File: src/dpc_pkg.sv
// Shared constants, timing counts and types for the dual-port memory port host
package dpc_pkg;

    // ------------------------------------------------------------
    // Widths and array shape
    // ------------------------------------------------------------
    localparam int ADDR_W = 14;
    localparam int DATA_W = 16;
    localparam int NUM_BANKS = 2;
    localparam int BANK_W = 1;
    localparam int TOKEN_ADDR_W = 3;
    localparam int TOKEN_BIT = 0;
    localparam int CNT_W = 5;
    localparam int SYNC_W = 2 * NUM_BANKS + DATA_W;

    // ------------------------------------------------------------
    // Timing in nanoseconds and derived cycle counts
    // ------------------------------------------------------------
    localparam int CLK_PERIOD_NS = 4;
    localparam int BUSY_SETTLE_NS = 45;
    localparam int WRITE_PULSE_NS = 20;
    localparam int READ_ACCESS_NS = 60;
    localparam int RECOVERY_NS = 8;
    localparam int SYNC_LAT_CYC = 3;

    // Least time to whole cycles, never below one
    function automatic int dpc_ns_to_cyc(input int ns);
        int cyc;
        cyc = (ns + CLK_PERIOD_NS - 1) / CLK_PERIOD_NS;
        return (cyc < 1) ? 1 : cyc;
    endfunction

    localparam logic [CNT_W-1:0] SETTLE_CYC =
        CNT_W'(dpc_ns_to_cyc(BUSY_SETTLE_NS) + SYNC_LAT_CYC);
    localparam logic [CNT_W-1:0] WRITE_CYC = CNT_W'(dpc_ns_to_cyc(WRITE_PULSE_NS));
    localparam logic [CNT_W-1:0] READ_CYC =
        CNT_W'(dpc_ns_to_cyc(READ_ACCESS_NS) + SYNC_LAT_CYC);
    localparam logic [CNT_W-1:0] RECOVER_CYC = CNT_W'(dpc_ns_to_cyc(RECOVERY_NS));
    localparam logic [CNT_W-1:0] CNT_ONE = 5'h01;
    localparam logic [CNT_W-1:0] CNT_ZERO = 5'h00;

    // ------------------------------------------------------------
    // Reset values
    // ------------------------------------------------------------
    localparam logic [SYNC_W-1:0] SYNC_RESET = {{(2 * NUM_BANKS){1'b1}}, {DATA_W{1'b0}}};
    localparam logic [NUM_BANKS-1:0] SEL_IDLE = {NUM_BANKS{1'b1}};

    // Access sequencer states
    typedef enum logic [2:0] {
        ST_IDLE,
        ST_SETUP,
        ST_WAIT_FREE,
        ST_STROBE,
        ST_READ,
        ST_RECOVER
    } dpc_state_t;

endpackage

File: src/dpc_sync_if.sv
// Raw pin samples and their synchronised copies between host and synchroniser
`timescale 1ns/100ps
interface dpc_sync_if;
    import dpc_pkg::*;
    logic [SYNC_W-1:0] raw;
    logic [SYNC_W-1:0] clean;
    modport host (output raw, input clean);
    modport sync (input raw, output clean);
endinterface

File: src/dpc_pin_sync.sv
// Three-stage pin synchroniser that accepts a change once stages two and three agree
`timescale 1ns/100ps
module dpc_pin_sync (
    input wire logic sys_clk_in,
    input wire logic rst_n_in,
    dpc_sync_if.sync port_if
);
    import dpc_pkg::*;

    logic [SYNC_W-1:0] stage1_reg;
    logic [SYNC_W-1:0] stage2_reg;
    logic [SYNC_W-1:0] stage3_reg;
    logic [SYNC_W-1:0] clean_reg;

    // Shift chain; stage one feeds only stage two
    always_ff @(posedge sys_clk_in or negedge rst_n_in) begin
        if (!rst_n_in) begin
            stage1_reg <= SYNC_RESET;
            stage2_reg <= SYNC_RESET;
            stage3_reg <= SYNC_RESET;
        end else begin
            stage1_reg <= port_if.raw;
            stage2_reg <= stage1_reg;
            stage3_reg <= stage2_reg;
        end
    end

    // Per bit, take the new level only when the last two stages agree
    always_ff @(posedge sys_clk_in or negedge rst_n_in) begin
        if (!rst_n_in) begin
            clean_reg <= SYNC_RESET;
        end else begin
            clean_reg <= (stage2_reg & stage3_reg) | (clean_reg & (stage2_reg ^ stage3_reg));
        end
    end

    assign port_if.clean = clean_reg;

endmodule // dpc_pin_sync

File: src/dpc_port_host.sv
// Left-port host controller for a banked dual-port static memory array
`timescale 1ns/100ps
module dpc_port_host (
    input wire logic sys_clk_in,
    input wire logic rst_n_in,
    input wire logic req_valid_in,
    output logic req_ready_out,
    input wire logic req_write_in,
    input wire logic req_token_in,
    input wire logic [dpc_pkg::BANK_W-1:0] req_bank_in,
    input wire logic [dpc_pkg::ADDR_W-1:0] req_addr_in,
    input wire logic [dpc_pkg::DATA_W-1:0] req_wdata_in,
    output logic resp_valid_out,
    output logic [dpc_pkg::DATA_W-1:0] resp_rdata_out,
    output logic resp_stalled_out,
    input wire logic slave_role_in,
    input wire logic write_block_in,
    output logic [dpc_pkg::ADDR_W-1:0] mem_addr_out,
    output logic [dpc_pkg::NUM_BANKS-1:0] left_port_select_n_out,
    output logic [dpc_pkg::NUM_BANKS-1:0] token_space_select_n_out,
    output logic rw_n_out,
    output logic oe_n_out,
    input wire logic [dpc_pkg::DATA_W-1:0] data_in,
    output logic [dpc_pkg::DATA_W-1:0] data_out,
    output logic data_oe_out,
    output logic [dpc_pkg::NUM_BANKS-1:0] role_select_out,
    input wire logic [dpc_pkg::NUM_BANKS-1:0] left_collision_flag_n_in,
    output logic [dpc_pkg::NUM_BANKS-1:0] left_collision_flag_n_out,
    output logic [dpc_pkg::NUM_BANKS-1:0] left_collision_flag_n_oe_out,
    input wire logic [dpc_pkg::NUM_BANKS-1:0] right_collision_flag_n_in,
    output logic collision_event_out
);
    import dpc_pkg::*;

    // ------------------------------------------------------------
    // Declarations
    // ------------------------------------------------------------
    dpc_state_t state_reg;
    dpc_state_t state_next;
    logic [CNT_W-1:0] cnt_reg;
    logic [CNT_W-1:0] cnt_next;
    logic write_reg;
    logic token_reg;
    logic [BANK_W-1:0] bank_reg;
    logic [ADDR_W-1:0] addr_reg;
    logic [DATA_W-1:0] wdata_reg;
    logic [DATA_W-1:0] rdata_reg;
    logic resp_valid_reg;
    logic stalled_reg;
    logic slave_role_reg;
    logic write_block_reg;
    logic event_reg;
    logic [NUM_BANKS-1:0] sel_n_reg;
    logic [NUM_BANKS-1:0] tok_n_reg;
    logic rw_n_reg;
    logic oe_n_reg;
    logic data_oe_reg;
    logic [NUM_BANKS-1:0] left_busy_n;
    logic [NUM_BANKS-1:0] right_busy_n;
    logic [DATA_W-1:0] rdata_sync;
    logic array_busy_n;
    logic far_busy_n;
    logic pins_active;
    logic [CNT_W-1:0] settled_reg;

    // ------------------------------------------------------------
    // Pin synchronisation
    // ------------------------------------------------------------
    dpc_sync_if sync_bus ();

    assign sync_bus.raw = {right_collision_flag_n_in, left_collision_flag_n_in, data_in};

    dpc_pin_sync u_sync (
        .sys_clk_in(sys_clk_in),
        .rst_n_in(rst_n_in),
        .port_if(sync_bus.sync)
    );

    assign rdata_sync = sync_bus.clean[DATA_W-1:0];
    assign left_busy_n = sync_bus.clean[DATA_W +: NUM_BANKS];
    assign right_busy_n = sync_bus.clean[DATA_W + NUM_BANKS +: NUM_BANKS];

    assign array_busy_n = &left_busy_n;
    assign far_busy_n = &right_busy_n;

    // ------------------------------------------------------------
    // Access sequencer
    // ------------------------------------------------------------

    // Next state and phase counter
    always_comb begin
        state_next = state_reg;
        cnt_next = (cnt_reg == CNT_ZERO) ? CNT_ZERO : cnt_reg - CNT_ONE;
        case (state_reg)
            ST_IDLE: begin
                if (req_valid_in) begin
                    state_next = req_write_in ? ST_SETUP : ST_READ;
                    cnt_next = req_write_in ? SETTLE_CYC - CNT_ONE : READ_CYC - CNT_ONE;
                end
            end
            ST_SETUP: begin
                if (cnt_reg == CNT_ZERO) begin
                    if (slave_role_reg || token_reg || array_busy_n) begin
                        state_next = ST_STROBE;
                        cnt_next = WRITE_CYC - CNT_ONE;
                    end else begin
                        state_next = ST_WAIT_FREE;
                    end
                end
            end
            ST_WAIT_FREE: begin
                if (array_busy_n) begin
                    state_next = ST_STROBE;
                    cnt_next = WRITE_CYC - CNT_ONE;
                end
            end
            ST_STROBE: begin
                if (cnt_reg == CNT_ZERO) begin
                    state_next = ST_RECOVER;
                    cnt_next = RECOVER_CYC - CNT_ONE;
                end
            end
            ST_READ: begin
                if (cnt_reg == CNT_ZERO) begin
                    state_next = ST_RECOVER;
                    cnt_next = RECOVER_CYC - CNT_ONE;
                end
            end
            ST_RECOVER: begin
                if (cnt_reg == CNT_ZERO) begin
                    state_next = ST_IDLE;
                end
            end
            default: begin
                state_next = ST_IDLE;
                cnt_next = CNT_ZERO;
            end
        endcase
    end

    // State and counter registers
    always_ff @(posedge sys_clk_in or negedge rst_n_in) begin
        if (!rst_n_in) begin
            state_reg <= ST_IDLE;
            cnt_reg <= CNT_ZERO;
        end else begin
            state_reg <= state_next;
            cnt_reg <= cnt_next;
        end
    end

    assign req_ready_out = (state_reg == ST_IDLE);

    // Request capture; address stays frozen for the whole access
    always_ff @(posedge sys_clk_in or negedge rst_n_in) begin
        if (!rst_n_in) begin
            write_reg <= 1'b0;
            token_reg <= 1'b0;
            bank_reg <= '0;
            addr_reg <= '0;
            wdata_reg <= '0;
        end else if (state_reg == ST_IDLE && req_valid_in) begin
            write_reg <= req_write_in;
            token_reg <= req_token_in;
            bank_reg <= req_bank_in;
            addr_reg <= req_token_in ? {{(ADDR_W - TOKEN_ADDR_W){1'b0}},
                                        req_addr_in[TOKEN_ADDR_W-1:0]} : req_addr_in;
            wdata_reg <= req_wdata_in;
        end
    end

    // ------------------------------------------------------------
    // Memory port pins
    // ------------------------------------------------------------
    assign pins_active = (state_next != ST_IDLE) && (state_next != ST_RECOVER);

    // Selects, strobe, output enable and data drive follow the next state
    always_ff @(posedge sys_clk_in or negedge rst_n_in) begin
        if (!rst_n_in) begin
            sel_n_reg <= SEL_IDLE;
            tok_n_reg <= SEL_IDLE;
            rw_n_reg <= 1'b1;
            oe_n_reg <= 1'b1;
            data_oe_reg <= 1'b0;
        end else begin
            for (int b = 0; b < NUM_BANKS; b++) begin
                sel_n_reg[b] <= !(pins_active && !token_reg && bank_reg == BANK_W'(b));
                tok_n_reg[b] <= !(pins_active && token_reg && bank_reg == BANK_W'(b));
            end
            rw_n_reg <= (state_next != ST_STROBE);
            oe_n_reg <= (state_next != ST_READ);
            data_oe_reg <= pins_active && write_reg;
        end
    end

    assign mem_addr_out = addr_reg;
    assign left_port_select_n_out = sel_n_reg;
    assign token_space_select_n_out = tok_n_reg;
    assign rw_n_out = rw_n_reg;
    assign oe_n_out = oe_n_reg;
    assign data_out = wdata_reg;
    assign data_oe_out = data_oe_reg;

    // ------------------------------------------------------------
    // Responses
    // ------------------------------------------------------------

    // Read capture, completion pulse and stall report
    always_ff @(posedge sys_clk_in or negedge rst_n_in) begin
        if (!rst_n_in) begin
            rdata_reg <= '0;
            resp_valid_reg <= 1'b0;
            stalled_reg <= 1'b0;
        end else begin
            resp_valid_reg <= (state_next == ST_RECOVER) && (state_reg != ST_RECOVER);
            if (state_reg == ST_READ && cnt_reg == CNT_ZERO) begin
                rdata_reg <= token_reg ? {DATA_W{rdata_sync[TOKEN_BIT]}} : rdata_sync;
            end
            if (state_reg == ST_IDLE && req_valid_in) begin
                stalled_reg <= 1'b0;
            end else if (state_reg == ST_WAIT_FREE) begin
                stalled_reg <= 1'b1;
            end
        end
    end

    assign resp_valid_out = resp_valid_reg;
    assign resp_rdata_out = rdata_reg;
    assign resp_stalled_out = stalled_reg;

    // ------------------------------------------------------------
    // Role and collision flag pins
    // ------------------------------------------------------------

    // slave flags held high, or low to block
    always_ff @(posedge sys_clk_in or negedge rst_n_in) begin
        if (!rst_n_in) begin
            slave_role_reg <= 1'b0;
            write_block_reg <= 1'b0;
        end else begin
            slave_role_reg <= slave_role_in;
            write_block_reg <= write_block_in;
        end
    end

    assign role_select_out = {NUM_BANKS{!slave_role_reg}};
    assign left_collision_flag_n_out = {NUM_BANKS{!write_block_reg}};
    assign left_collision_flag_n_oe_out = {NUM_BANKS{slave_role_reg}};

    always_ff @(posedge sys_clk_in or negedge rst_n_in) begin
        if (!rst_n_in) begin
            event_reg <= 1'b0;
        end else begin
            event_reg <= !slave_role_reg && (!array_busy_n || !far_busy_n);
        end
    end

    assign collision_event_out = event_reg;

    // Cycles the selects have stood active
    always_ff @(posedge sys_clk_in or negedge rst_n_in) begin
        if (!rst_n_in) begin
            settled_reg <= CNT_ZERO;
        end else if (&sel_n_reg && &tok_n_reg) begin
            settled_reg <= CNT_ZERO;
        end else if (settled_reg != 5'h1f) begin
            settled_reg <= settled_reg + CNT_ONE;
        end
    end
endmodule // dpc_port_host

File: config.mk
export PLATFORM = sky130hd
export DESIGN_NAME = dpc_port_host
export DESIGN_NICKNAME = d
export VERILOG_FILES = /design/src/dpc_pkg.sv /design/src/dpc_sync_if.sv /design/src/dpc_pin_sync.sv /design/src/dpc_port_host.sv
export SDC_FILE = /design/constraint.sdc
export NUM_CORES = 1
export LEC_CHECK = 0
export BUFFER_PORTS_ARGS = -buffer_cell sky130_fd_sc_hd__buf_4
export CAP_MARGIN = 0
export CORE_AREA = 5 5 123 125
export DETAILED_ROUTE_END_ITERATION = 12
export DIE_AREA = 0 0 128 130
export PLACE_DENSITY = 0.66
export SLEW_MARGIN = 20
export SYNTH_ARGS = -nofsm -noshare
export SYNTH_HDL_FRONTEND = slang
export SYNTH_SLANG_ARGS = --single-unit
export TNS_END_PERCENT = 50
File: constraint.sdc
create_clock -name sys_clk_in -period 3.3 [get_ports sys_clk_in]
set_input_delay 0.66 -clock sys_clk_in [delete_from_list [all_inputs] [get_ports sys_clk_in]]
set_output_delay 0.66 -clock sys_clk_in [all_outputs]
set_load 0.02 [all_outputs]
==> results of run 1 <==
synthesized netlist by cell type (4+ instances only):
cell | instances | share of area [%]
sky130_fd_sc_hd__inv_1 | 7 | 0.48
sky130_fd_sc_hd__clkbuf_1 | 13 | 0.88
sky130_fd_sc_hd__o21ai_0 | 10 | 0.91
sky130_fd_sc_hd__ha_1 | 21 | 4.8
sky130_fd_sc_hd__dfrtp_1 | 127 | 58
sky130_fd_sc_hd__nor3_1 | 9 | 0.82
sky130_fd_sc_hd__dfstp_2 | 22 | 10
sky130_fd_sc_hd__buf_4 | 4 | 0.54
sky130_fd_sc_hd__a21oi_1 | 19 | 1.7
sky130_fd_sc_hd__nand2b_1 | 6 | 0.68
sky130_fd_sc_hd__buf_2 | 4 | 0.36
sky130_fd_sc_hd__a21o_1 | 20 | 2.7
sky130_fd_sc_hd__o21ai_1 | 15 | 1.4
sky130_fd_sc_hd__mux2i_1 | 6 | 1.1
sky130_fd_sc_hd__nand3b_1 | 13 | 1.8
sky130_fd_sc_hd__nand2_1 | 109 | 7.4
worst register-to-register path, cell delays in order (launching register included):
cell	delay, ns
sky130_fd_sc_hd__dfrtp_1	0.71
sky130_fd_sc_hd__nor2_1	0.17
sky130_fd_sc_hd__nand3_1	0.13
sky130_fd_sc_hd__buf_4	0.32
sky130_fd_sc_hd__o2111ai_2	0.37
sky130_fd_sc_hd__mux2_4	0.40
kinds of logic (layout without fill, tap and decap cells):
logic type,Yosys count,after routing,share of synthesized area [%]
xor gates and xnor gates,2,2,0.318
and+or+nand+nor,156,156,13.5
DFF,149,149,68.1
muxes,9,9,1.97
buffers and inverters,30,164,2.40
adders and majority gates,21,21,4.76
AOI/OAI and AO/OA,77,77,8.98
cell type report:
type	count	area, sq um
fill	1193	6560
sequential	149	3760
multi-input combinational	265	1630
timing repair buffer	125	955
clock buffer	24	502
tap	180	225
clock inverter	7	119
inverter	8	30.0
power by group:
part           switching (W)  internal (W)
Combinational        0.00112      0.000819
Clock               0.000681       0.00129
Sequential          0.000292       0.00227
cells in the final DEF (no fill, tap or decap), drive strengths merged, types with 2 or more instances in the layout:
cell type  Yosys  layout
ha            21      21
nor4b          2       2
nand4          2       2
a21o          20      20
inv            7       7
nor2           3       3
nand2b         6       6
mux2           2       2
nor4           2       2
dfstp         22      22
clkbuf        13      24
o21ai         25      25
buf            9     125
a21oi         20      20
a211oi         2       2
clkinvlp       0       2
nor3          10      10
clkinv         1       3
dfrtp        127     127
nand3          2       2
bufinv         0       3
nand2        109     109
mux2i          7       7
nand3b        13      13
worst paths after layout:
kind,start,to,slack [ns],depth (start not counted)
setup / recovery,state_reg[1],req_ready_out,0.90,2
hold / removal,rst_n_in,u_sync.stage1_reg[10],0.15,1
setup reg to reg,state_reg[1],data_oe_out,1.08,5
hold reg to reg,u_sync.stage1_reg[9],u_sync.stage2_reg[9],0.35,0
max in group asynchronous,rst_n_in,u_sync.stage3_reg[16],2.36,2
min in group sys_clk_in,u_sync.stage1_reg[9],u_sync.stage2_reg[9],0.35,0
metal layers:
layer | vias to the layer above | wire length (um) | global-route usage, %
met4 | 0 | 143 | 4.87
met5 | - | 0 | 0
met1 | 1765 | 4490 | 16.5
met3 | 12 | 652 | 4.58
li1 | 1731 | - | -
met2 | 96 | 5730 | 23.9
metrics by stage:
| step | cells | area [sq um] | power [W] |
|---|---|---|---|
| after floorplan | 444 | 5520 | 0.00373 |
| after global placement | 727 | 6600 | 0.00450 |
| after detailed placement | 727 | 6600 | 0.00456 |
| after CTS | 758 | 7220 | 0.00658 |
| after global routing | 758 | 7220 | 0.00687 |
| final | 758 | 7220 | 0.00647 |
==> results.yml, run 1 <==
outcome:
  outcome: "completed"
worst_setup_path:
  critPathArrivalTime_ns: 1.74
  critical_path.max_stage_delay_ns: 0.58
  critical_path.max_fanout: 18
  worst_path_dominant_cell_family: "flip-flops"
  data_required_time_at_the_worst_endpoint_ns: 2.64
  path_cells: "nor3_1 -> buf_4"
  slowest_cell_on_the_critical_path: "sky130_fd_sc_hd__dfrtp_1"
  path_buf_inv: 1
  critical_path.endpoint_type: "output port"
  timing.setup.critical_path_class: "reg -> out"
  setup.worst_path.start_class: "register"
detailed_routing:
  dr_total_vias: 3604
  drt-total-wl_um: 11000
  drtPass1Iterations: 5
  routedWlPerCell_um: 14.5
  drtIter0Drc: 203
  drc_errors: 0
  vias_cell: 4.75
  drt.antenna.violating_nets: 0
clocking:
  post_cts_resize_count: 0
  cts_buffers: 17
  clock_tree.buffer_depth: 2
  clkLatencyLatePin_ns: 0.41
  post_cts.repair.setup_buffers: 0
  clk_pin_slew_worst_paths_ns: 0.05
  tritoncts: "yes"
  holdBufCountCts: 0
  cts_htree_levels: 4
  clock-root-buffer: "sky130_fd_sc_hd__clkbuf_16"
  cts.sinks: 149
yosys:
  synth.net_count: 523
  yosys_most_used_dff: "sky130_fd_sc_hd__dfrtp_1"
  synth_warnings: 0
  gate_count_after_technology_mapping: 444
  synth_edf_count: 0
  synth.ff_latch_count: 149
  synthArstFlopShare_pct: 100
  avgSynthCellArea_sq_um: 12.4
  syn_area_sq_um: 5520
  ys_seq_area_share_pct: 68.1
  netlist_cell_types: 49
placement:
  finalWeightedCongestion: 0.822
  dpl.hpwl_um: 7710
  post-place-ws_ns: 1.11
  numPortBuffers: 120
global_routing:
  grt_first_pass_wirelength_um: 18200
  grtUsageTotal_pct: 13.9
  grt_max_degree: 78
  antenna_found_initial: 0
  grt_pass1_vias: 3749
  globalRoute.totalOverflow: 0
power_and_ir_drop:
  power_leakage_nw: 3.59
  vdd.ir_drop.worst_v: 0.000386
  power.density_nw_per_um2: 897
floorplan:
  core_area_sq_um: 13800
  io-pin-count: 121
  die_h_um: 130
  die_area_sq_um: 16600
  initial_utilization_pct: 40.1
  std_cell_rows: 43
  die_width_um: 128
sta:
  highest_clock_frequency_the_design_can_meet_mhz: 416
  accumulated_negative_setup_slack_ns: 0
  rsz0062_at_grt: "no"
  fin_crit_ns: 2.40
  final_max_slew_viol_count: 0
  final.period_utilization_pct: 72.8
  setup-violations-final: 0
  slew_headroom_pct: 56.4
  whs_ns: 0.154
  timing.final.hold_violations: 0
  fin_worst_skew_ns: 0.00484
  worst_slew_pin_slew_ns: 0.654
  layout_setup_ws_ns: 0.897
run:
  cap_violations: 0
final_layout:
  finish.utilization_pct: 52.4
  areaGrowthSynthToFinish_pct: 30.8
  diodes: 0
  design.final.nets: 645
  drive_above_1_share_pct: 32.2
hold_path:
  holdCritPathClass: "in -> async"
No activity file was read; power rests on OpenSTA's default activity.
==> run 2: changes to the inputs <==
==> constraint.sdc (replaced) <==
create_clock -name sys_clk_in -period 2.3 [get_ports sys_clk_in]
set_input_delay 0.46 -clock sys_clk_in [delete_from_list [all_inputs] [get_ports sys_clk_in]]
set_output_delay 0.46 -clock sys_clk_in [all_outputs]
set_load 0.02 [all_outputs]
==> run 2 against run 1 <==
Against the previous run:
- global-route usage barely moved
- clock-buffer cell count did not move
- register-to-register slack worse by 0.81 ns
- wire length down 0.33%
- final cell count increased by 0.66%
- critical path type unchanged
- critical endpoint unchanged
- highest routed layer unchanged
==> results.yml, run 2 (same netlist as run 1, synthesis figures left out) <==
clocking:
  post_cts.repair.setup_buffers: 0
  cts_buffers: 17
  cts.sinks: 149
  clock-root-buffer: "sky130_fd_sc_hd__clkbuf_16"
  clk_pin_slew_worst_paths_ns: 0.06
  tritoncts: "yes"
  clkLatencyLatePin_ns: 0.42
  clock_tree.buffer_depth: 2
  cts_htree_levels: 4
final_layout:
  final_cell_mix: "sky130_fd_sc_hd__dfrtp_1, sky130_fd_sc_hd__buf_4, sky130_fd_sc_hd__nand2_1, sky130_fd_sc_hd__dfstp_2, sky130_fd_sc_hd__ha_1"
  layout_commonest_cell: "sky130_fd_sc_hd__dfrtp_1"
  drive_above_1_share_pct: 32.1
  finish.utilization_pct: 52.1
  layout.cells.non_filler: 763
  areaGrowthSynthToFinish_pct: 30.0
  layout_cell_area_excl_fill_sq_um: 7170
  diodes: 0
  design.final.nets: 649
sta:
  setup-violations-final: 0
  whs_ns: 0.145
  accumulated_negative_setup_slack_ns: 0
  rsz0062_at_grt: "no"
  fin_worst_skew_ns: 0.0125
  fin_crit_ns: 2.08
  slew_headroom_pct: 59.2
  timing.final.hold_violations: 0
  worst_slew_pin_slew_ns: 0.612
  final_max_slew_viol_count: 0
  final.period_utilization_pct: 90.6
  highest_clock_frequency_the_design_can_meet_mhz: 480
outcome:
  outcome: "completed"
power_and_ir_drop:
  power.density_nw_per_um2: 1250
  power_leakage_nw: 3.57
  vdd.ir_drop.worst_v: 0.000712
floorplan:
  initial_utilization_pct: 40.1
  core_area_sq_um: 13800
  die_area_sq_um: 16600
  die_width_um: 128
  io-pin-count: 121
  std_cell_rows: 43
  die_h_um: 130
hold_path:
  holdCritPathClass: "in -> reg"
  end_point_of_the_worst_hold_path: "u_sync.stage1_reg[18]"
  holdPathStages: 1
  min-delay-start: "right_collision_flag_n_in[0]"
worst_setup_path:
  rr_worst_depth: 6
  r2r-end: "data_oe_out"
  critPathArrivalTime_ns: 1.62
  critical_path.max_fanout: 18
  regToRegSetupSlack_ns: 0.27
  data_required_time_at_the_worst_endpoint_ns: 1.84
  setup.worst_path.start_class: "register"
  timing.setup.critical_path_class: "reg -> out"
  rr_startpoint: "cnt_reg[0]"
  critical_path.endpoint_type: "output port"
detailed_routing:
  dr_total_vias: 3648
  drtPass1Iterations: 4
  drtIter0Drc: 227
  drt-total-wl_um: 11000
  drc_errors: 0
  drt.antenna.violating_nets: 0
  vias_cell: 4.78
  routedWlPerCell_um: 14.4
global_routing:
  grt_first_pass_wirelength_um: 18100
  antenna_found_initial: 0
  grt_pass1_vias: 3720
  globalRoute.totalOverflow: 0
  grtUsageTotal_pct: 14.0
  grt_max_degree: 65
placement:
  finalWeightedCongestion: 0.830
  placement.cell_area_sq_um: 6620
  dpl.hpwl_um: 7790
  place.detailed.instances: 730
  numPortBuffers: 120
run:
  cap_violations: 0
[run 2: cell types whose count changed in the layout (fill, tap and decap cells not counted)]
cell | previous run | this run
sky130_fd_sc_hd__buf_4 | 123 | 126
sky130_fd_sc_hd__bufinv_16 | 3 | 1
sky130_fd_sc_hd__clkbuf_1 | 2 | 6
sky130_fd_sc_hd__clkbuf_8 | 5 | 1
sky130_fd_sc_hd__clkinv_2 | 1 | 3
sky130_fd_sc_hd__clkinv_4 | 1 | 3
sky130_fd_sc_hd__clkinvlp_4 | 2 | 1
sky130_fd_sc_hd__dlygate4sd3_1 | 0 | 1
sky130_fd_sc_hd__nor3_1 | 9 | 8
sky130_fd_sc_hd__nor3_2 | 1 | 2
[run 2: final cells by class]
class                      instances  area, sq um
multi-input combinational        265         1630
tap                              180          225
sequential                       149         3760
clock inverter                     8         78.8
fill                            1225         6600
inverter                           8         30.0
timing repair buffer             129          987
clock buffer                      24          462
[run 2: worst max-delay path: stages (launching register included)]
cell and delay [ns]:
sky130_fd_sc_hd__dfrtp_1 0.60, sky130_fd_sc_hd__nor3_2 0.39, sky130_fd_sc_hd__buf_4 0.21
[run 2: metrics by stage]
stage               setup WS (ns)  power, W
finish                      0.217   0.00900
global route               0.0855   0.00958
CTS                        0.0520   0.00914
detailed placement          0.274   0.00657
global placement            0.316   0.00650
floorplan                   0.347   0.00535
[run 2: metal layers]
| metal | global-route usage (%) | part of all wire, % | vias up |
|---|---|---|---|
| li1 | - | - | 1748 |
| met1 | 16.9 | 42 | 1793 |
| met2 | 22.6 | 51 | 98 |
| met3 | 6.06 | 6.4 | 9 |
| met4 | 4.56 | 1.1 | 0 |
| met5 | 0 | 0 | - |
[run 2: power breakdown]
group	total (W)	internal, W	switching [W]
logic	0.00280	0.00120	0.00159
clock network	0.00252	0.00151	0.00100
registers	0.00368	0.00326	0.000423
total	0.00900	0.00598	0.00302
[run 2: worst max path at each step]
stage,slack (ns),startpoint,cells after the start,endpoint
CTS,0.05,state_reg[1],2,req_ready_out
global placement,0.32,cnt_reg[0],6,data_oe_out
detailed placement,0.27,cnt_reg[0],6,data_oe_out
global route,0.09,state_reg[1],2,req_ready_out
floorplan,0.35,state_reg[2],5,data_oe_out
finish,0.22,state_reg[1],2,req_ready_out
[run 2: timing repair]
action,in CTS,in global routing
gates resized for setup,0,1
setup endpoints to repair,0,1
endpoints found under the hold margin,33,0
hold buffers,1,0
==> run 3: changes to the inputs <==
==> constraint.sdc (replaced) <==
create_clock -name sys_clk_in -period 2.3 [get_ports sys_clk_in]
set_input_delay 0.115 -clock sys_clk_in [delete_from_list [all_inputs] [get_ports sys_clk_in]]
set_output_delay 0.115 -clock sys_clk_in [all_outputs]
set_load 0.02 [all_outputs]
==> run 3 against run 2 <==
Against the previous run:
- flip-flop and latch count did not move
- setup slack improved by 0.011 ns
- register-to-register slack got worse by 0.04 ns
- sequential power barely moved
- clock skew fell by 0.0064 ns
- critical path depth rose by 4
- first-iteration DRC count fell by 31%
- core utilization rose by 4.0 points
- final cell count rose by 7.3%
- global-route usage rose by 0.93 points
==> results.yml, run 3 (same netlist as run 1, synthesis figures left out) <==
outcome:
  outcome: "completed"
power_and_ir_drop:
  power_leakage_nw: 3.80
  power.density_nw_per_um2: 1180
  vdd.ir_drop.worst_v: 0.000569
  report.power.total_w: 0.00911
floorplan:
  die_area_sq_um: 16600
  io-pin-count: 121
  std_cell_rows: 43
  initial_utilization_pct: 40.1
  die_h_um: 130
  core_area_sq_um: 13800
  die_width_um: 128
clocking:
  tritoncts: "yes"
  post_cts_resize_count: 0
  clk_pin_slew_worst_paths_ns: 0.06
  clkLatencyLatePin_ns: 0.41
  cts_buffers: 17
  cts_htree_levels: 4
  cts.sinks: 149
  clock_tree.buffer_depth: 2
  clock-root-buffer: "sky130_fd_sc_hd__clkbuf_16"
worst_setup_path:
  data_required_time_at_the_worst_endpoint_ns: 2.60
  setup.worst_path.start_class: "register"
  critical_path.endpoint_type: "register"
  rr_worst_depth: 6
  worst_setup_path_startpoint: "cnt_reg[0]"
  critical_path.max_fanout: 6
  critical_path.max_stage_delay_ns: 0.62
  rr_startpoint: "cnt_reg[0]"
  slowest_cell_on_the_critical_path: "sky130_fd_sc_hd__or4b_1"
  r2r-end: "data_oe_out"
  timing.setup.critical_path_class: "reg -> reg"
  path_cells: "inv_1 -> ha_1 -> or4b_1 -> mux2i_4 -> nor3_2 -> mux2_4"
  worst_path_dominant_cell_family: "simple AND/OR/NAND/NOR gates"
  critPathArrivalTime_ns: 2.37
  regToRegSetupSlack_ns: 0.23
  path_buf_inv: 1
final_layout:
  design.final.nets: 705
  final_cell_mix: "sky130_fd_sc_hd__buf_4, sky130_fd_sc_hd__dfrtp_1, sky130_fd_sc_hd__nand2_1, sky130_fd_sc_hd__dlygate4sd3_1, sky130_fd_sc_hd__dfstp_2"
  drive_above_1_share_pct: 29.9
  nFillCells: 1173
  diodes: 0
  areaGrowthSynthToFinish_pct: 40.0
  layout_commonest_cell: "sky130_fd_sc_hd__buf_4"
  layout.cells.non_filler: 819
global_routing:
  grt_pass1_vias: 4090
  antenna_found_initial: 0
  grtUsageTotal_pct: 14.9
  grt_max_degree: 64
  grt_first_pass_wirelength_um: 19600
  globalRoute.totalOverflow: 0
sta:
  timing.final.hold_violations: 0
  setup-violations-final: 0
  highest_clock_frequency_the_design_can_meet_mhz: 483
  worst_slew_pin_slew_ns: 0.595
  slew_headroom_pct: 60.3
  whs_ns: 0.0297
  final.period_utilization_pct: 90.1
  fin_crit_ns: 2.07
  fin_worst_skew_ns: 0.00608
  rsz0062_at_grt: "no"
  accumulated_negative_setup_slack_ns: 0
  final_max_slew_viol_count: 0
hold_path:
  holdCritPathClass: "in -> reg"
  min-delay-start: "req_write_in"
  holdPathStages: 3
  end_point_of_the_worst_hold_path: "cnt_reg[4]"
run:
  cap_violations: 0
detailed_routing:
  vias_cell: 4.73
  drtPass1Iterations: 4
  routedWlPerCell_um: 14.3
  drt-total-wl_um: 11700
  dr_total_vias: 3873
  drtIter0Drc: 156
  drt.antenna.violating_nets: 0
  drc_errors: 0
placement:
  place.detailed.instances: 732
  dpl.hpwl_um: 7990
  finalWeightedCongestion: 0.787
  numPortBuffers: 120
run 3: report_power, final:
group	total, W	switching (W)	internal, W
clock	0.00251	0.00104	0.00148
combinational	0.00290	0.00162	0.00128
sequential	0.00369	0.000436	0.00326
total	0.00911	0.00309	0.00602
run 3: through the flow:
| step | cell area, sq um | setup slack (ns) | utilization, % |
|---|---|---|---|
| 2_1_floorplan | 5520 | 0.347 | - |
| 3_3_place_gp | 6630 | 0.293 | 48.2 |
| 3_5_place_dp | 6630 | 0.224 | 48.2 |
| 4_1_cts | 7720 | 0.224 | 56.1 |
| 5_1_grt | 7720 | 0.122 | 56.1 |
| 6_report | 7720 | 0.228 | 56.1 |
run 3: how the worst max path moves through the flow:
stage	end	slack, ns	cells past startpoint
5_1_grt	data_oe_out	0.12	6
4_1_cts	data_oe_out	0.22	6
6_report	data_oe_out	0.23	6
3_5_place_dp	data_oe_out	0.22	6
3_3_place_gp	data_oe_out	0.29	6
2_1_floorplan	data_oe_out	0.35	5
run 3: worst register-to-register path, delay by kind of cell (launching register included):
family	cells	cell delay, ns
muxes	2	0.58
buffers and inverters	1	0.07
adders and majority gates	1	0.22
DFF	1	0.40
and+or+nand+nor	2	0.69
run 3: metal layers:
layer / track usage, % / routed length, um / vias to the layer above
li1: - / - / 1857
met1: 17.5 / 4830 / 1898
met2: 25.0 / 5930 / 94
met3: 4.30 / 593 / 24
met4: 7.55 / 390 / 0
met5: 0 / 0 / -
run 3: cell type report:
type | count | area [sq um] | share of cell area (%)
clock inverters | 13 | 109 | 1.41
flip-flops and latches | 149 | 3760 | 48.6
multi-input cells | 265 | 1630 | 21.1
inverters | 8 | 30.0 | 0.389
clock buffers | 19 | 433 | 5.60
well taps | 180 | 225 | 2.92
repair buffers | 185 | 1540 | 20.0
run 3: what timing repair did:
| item | in CTS | in global routing |
|---|---|---|
| buffers inserted | 0 | 0 |
| endpoints found under the hold margin | 114 | 0 |
| hold buffers | 55 | 0 |
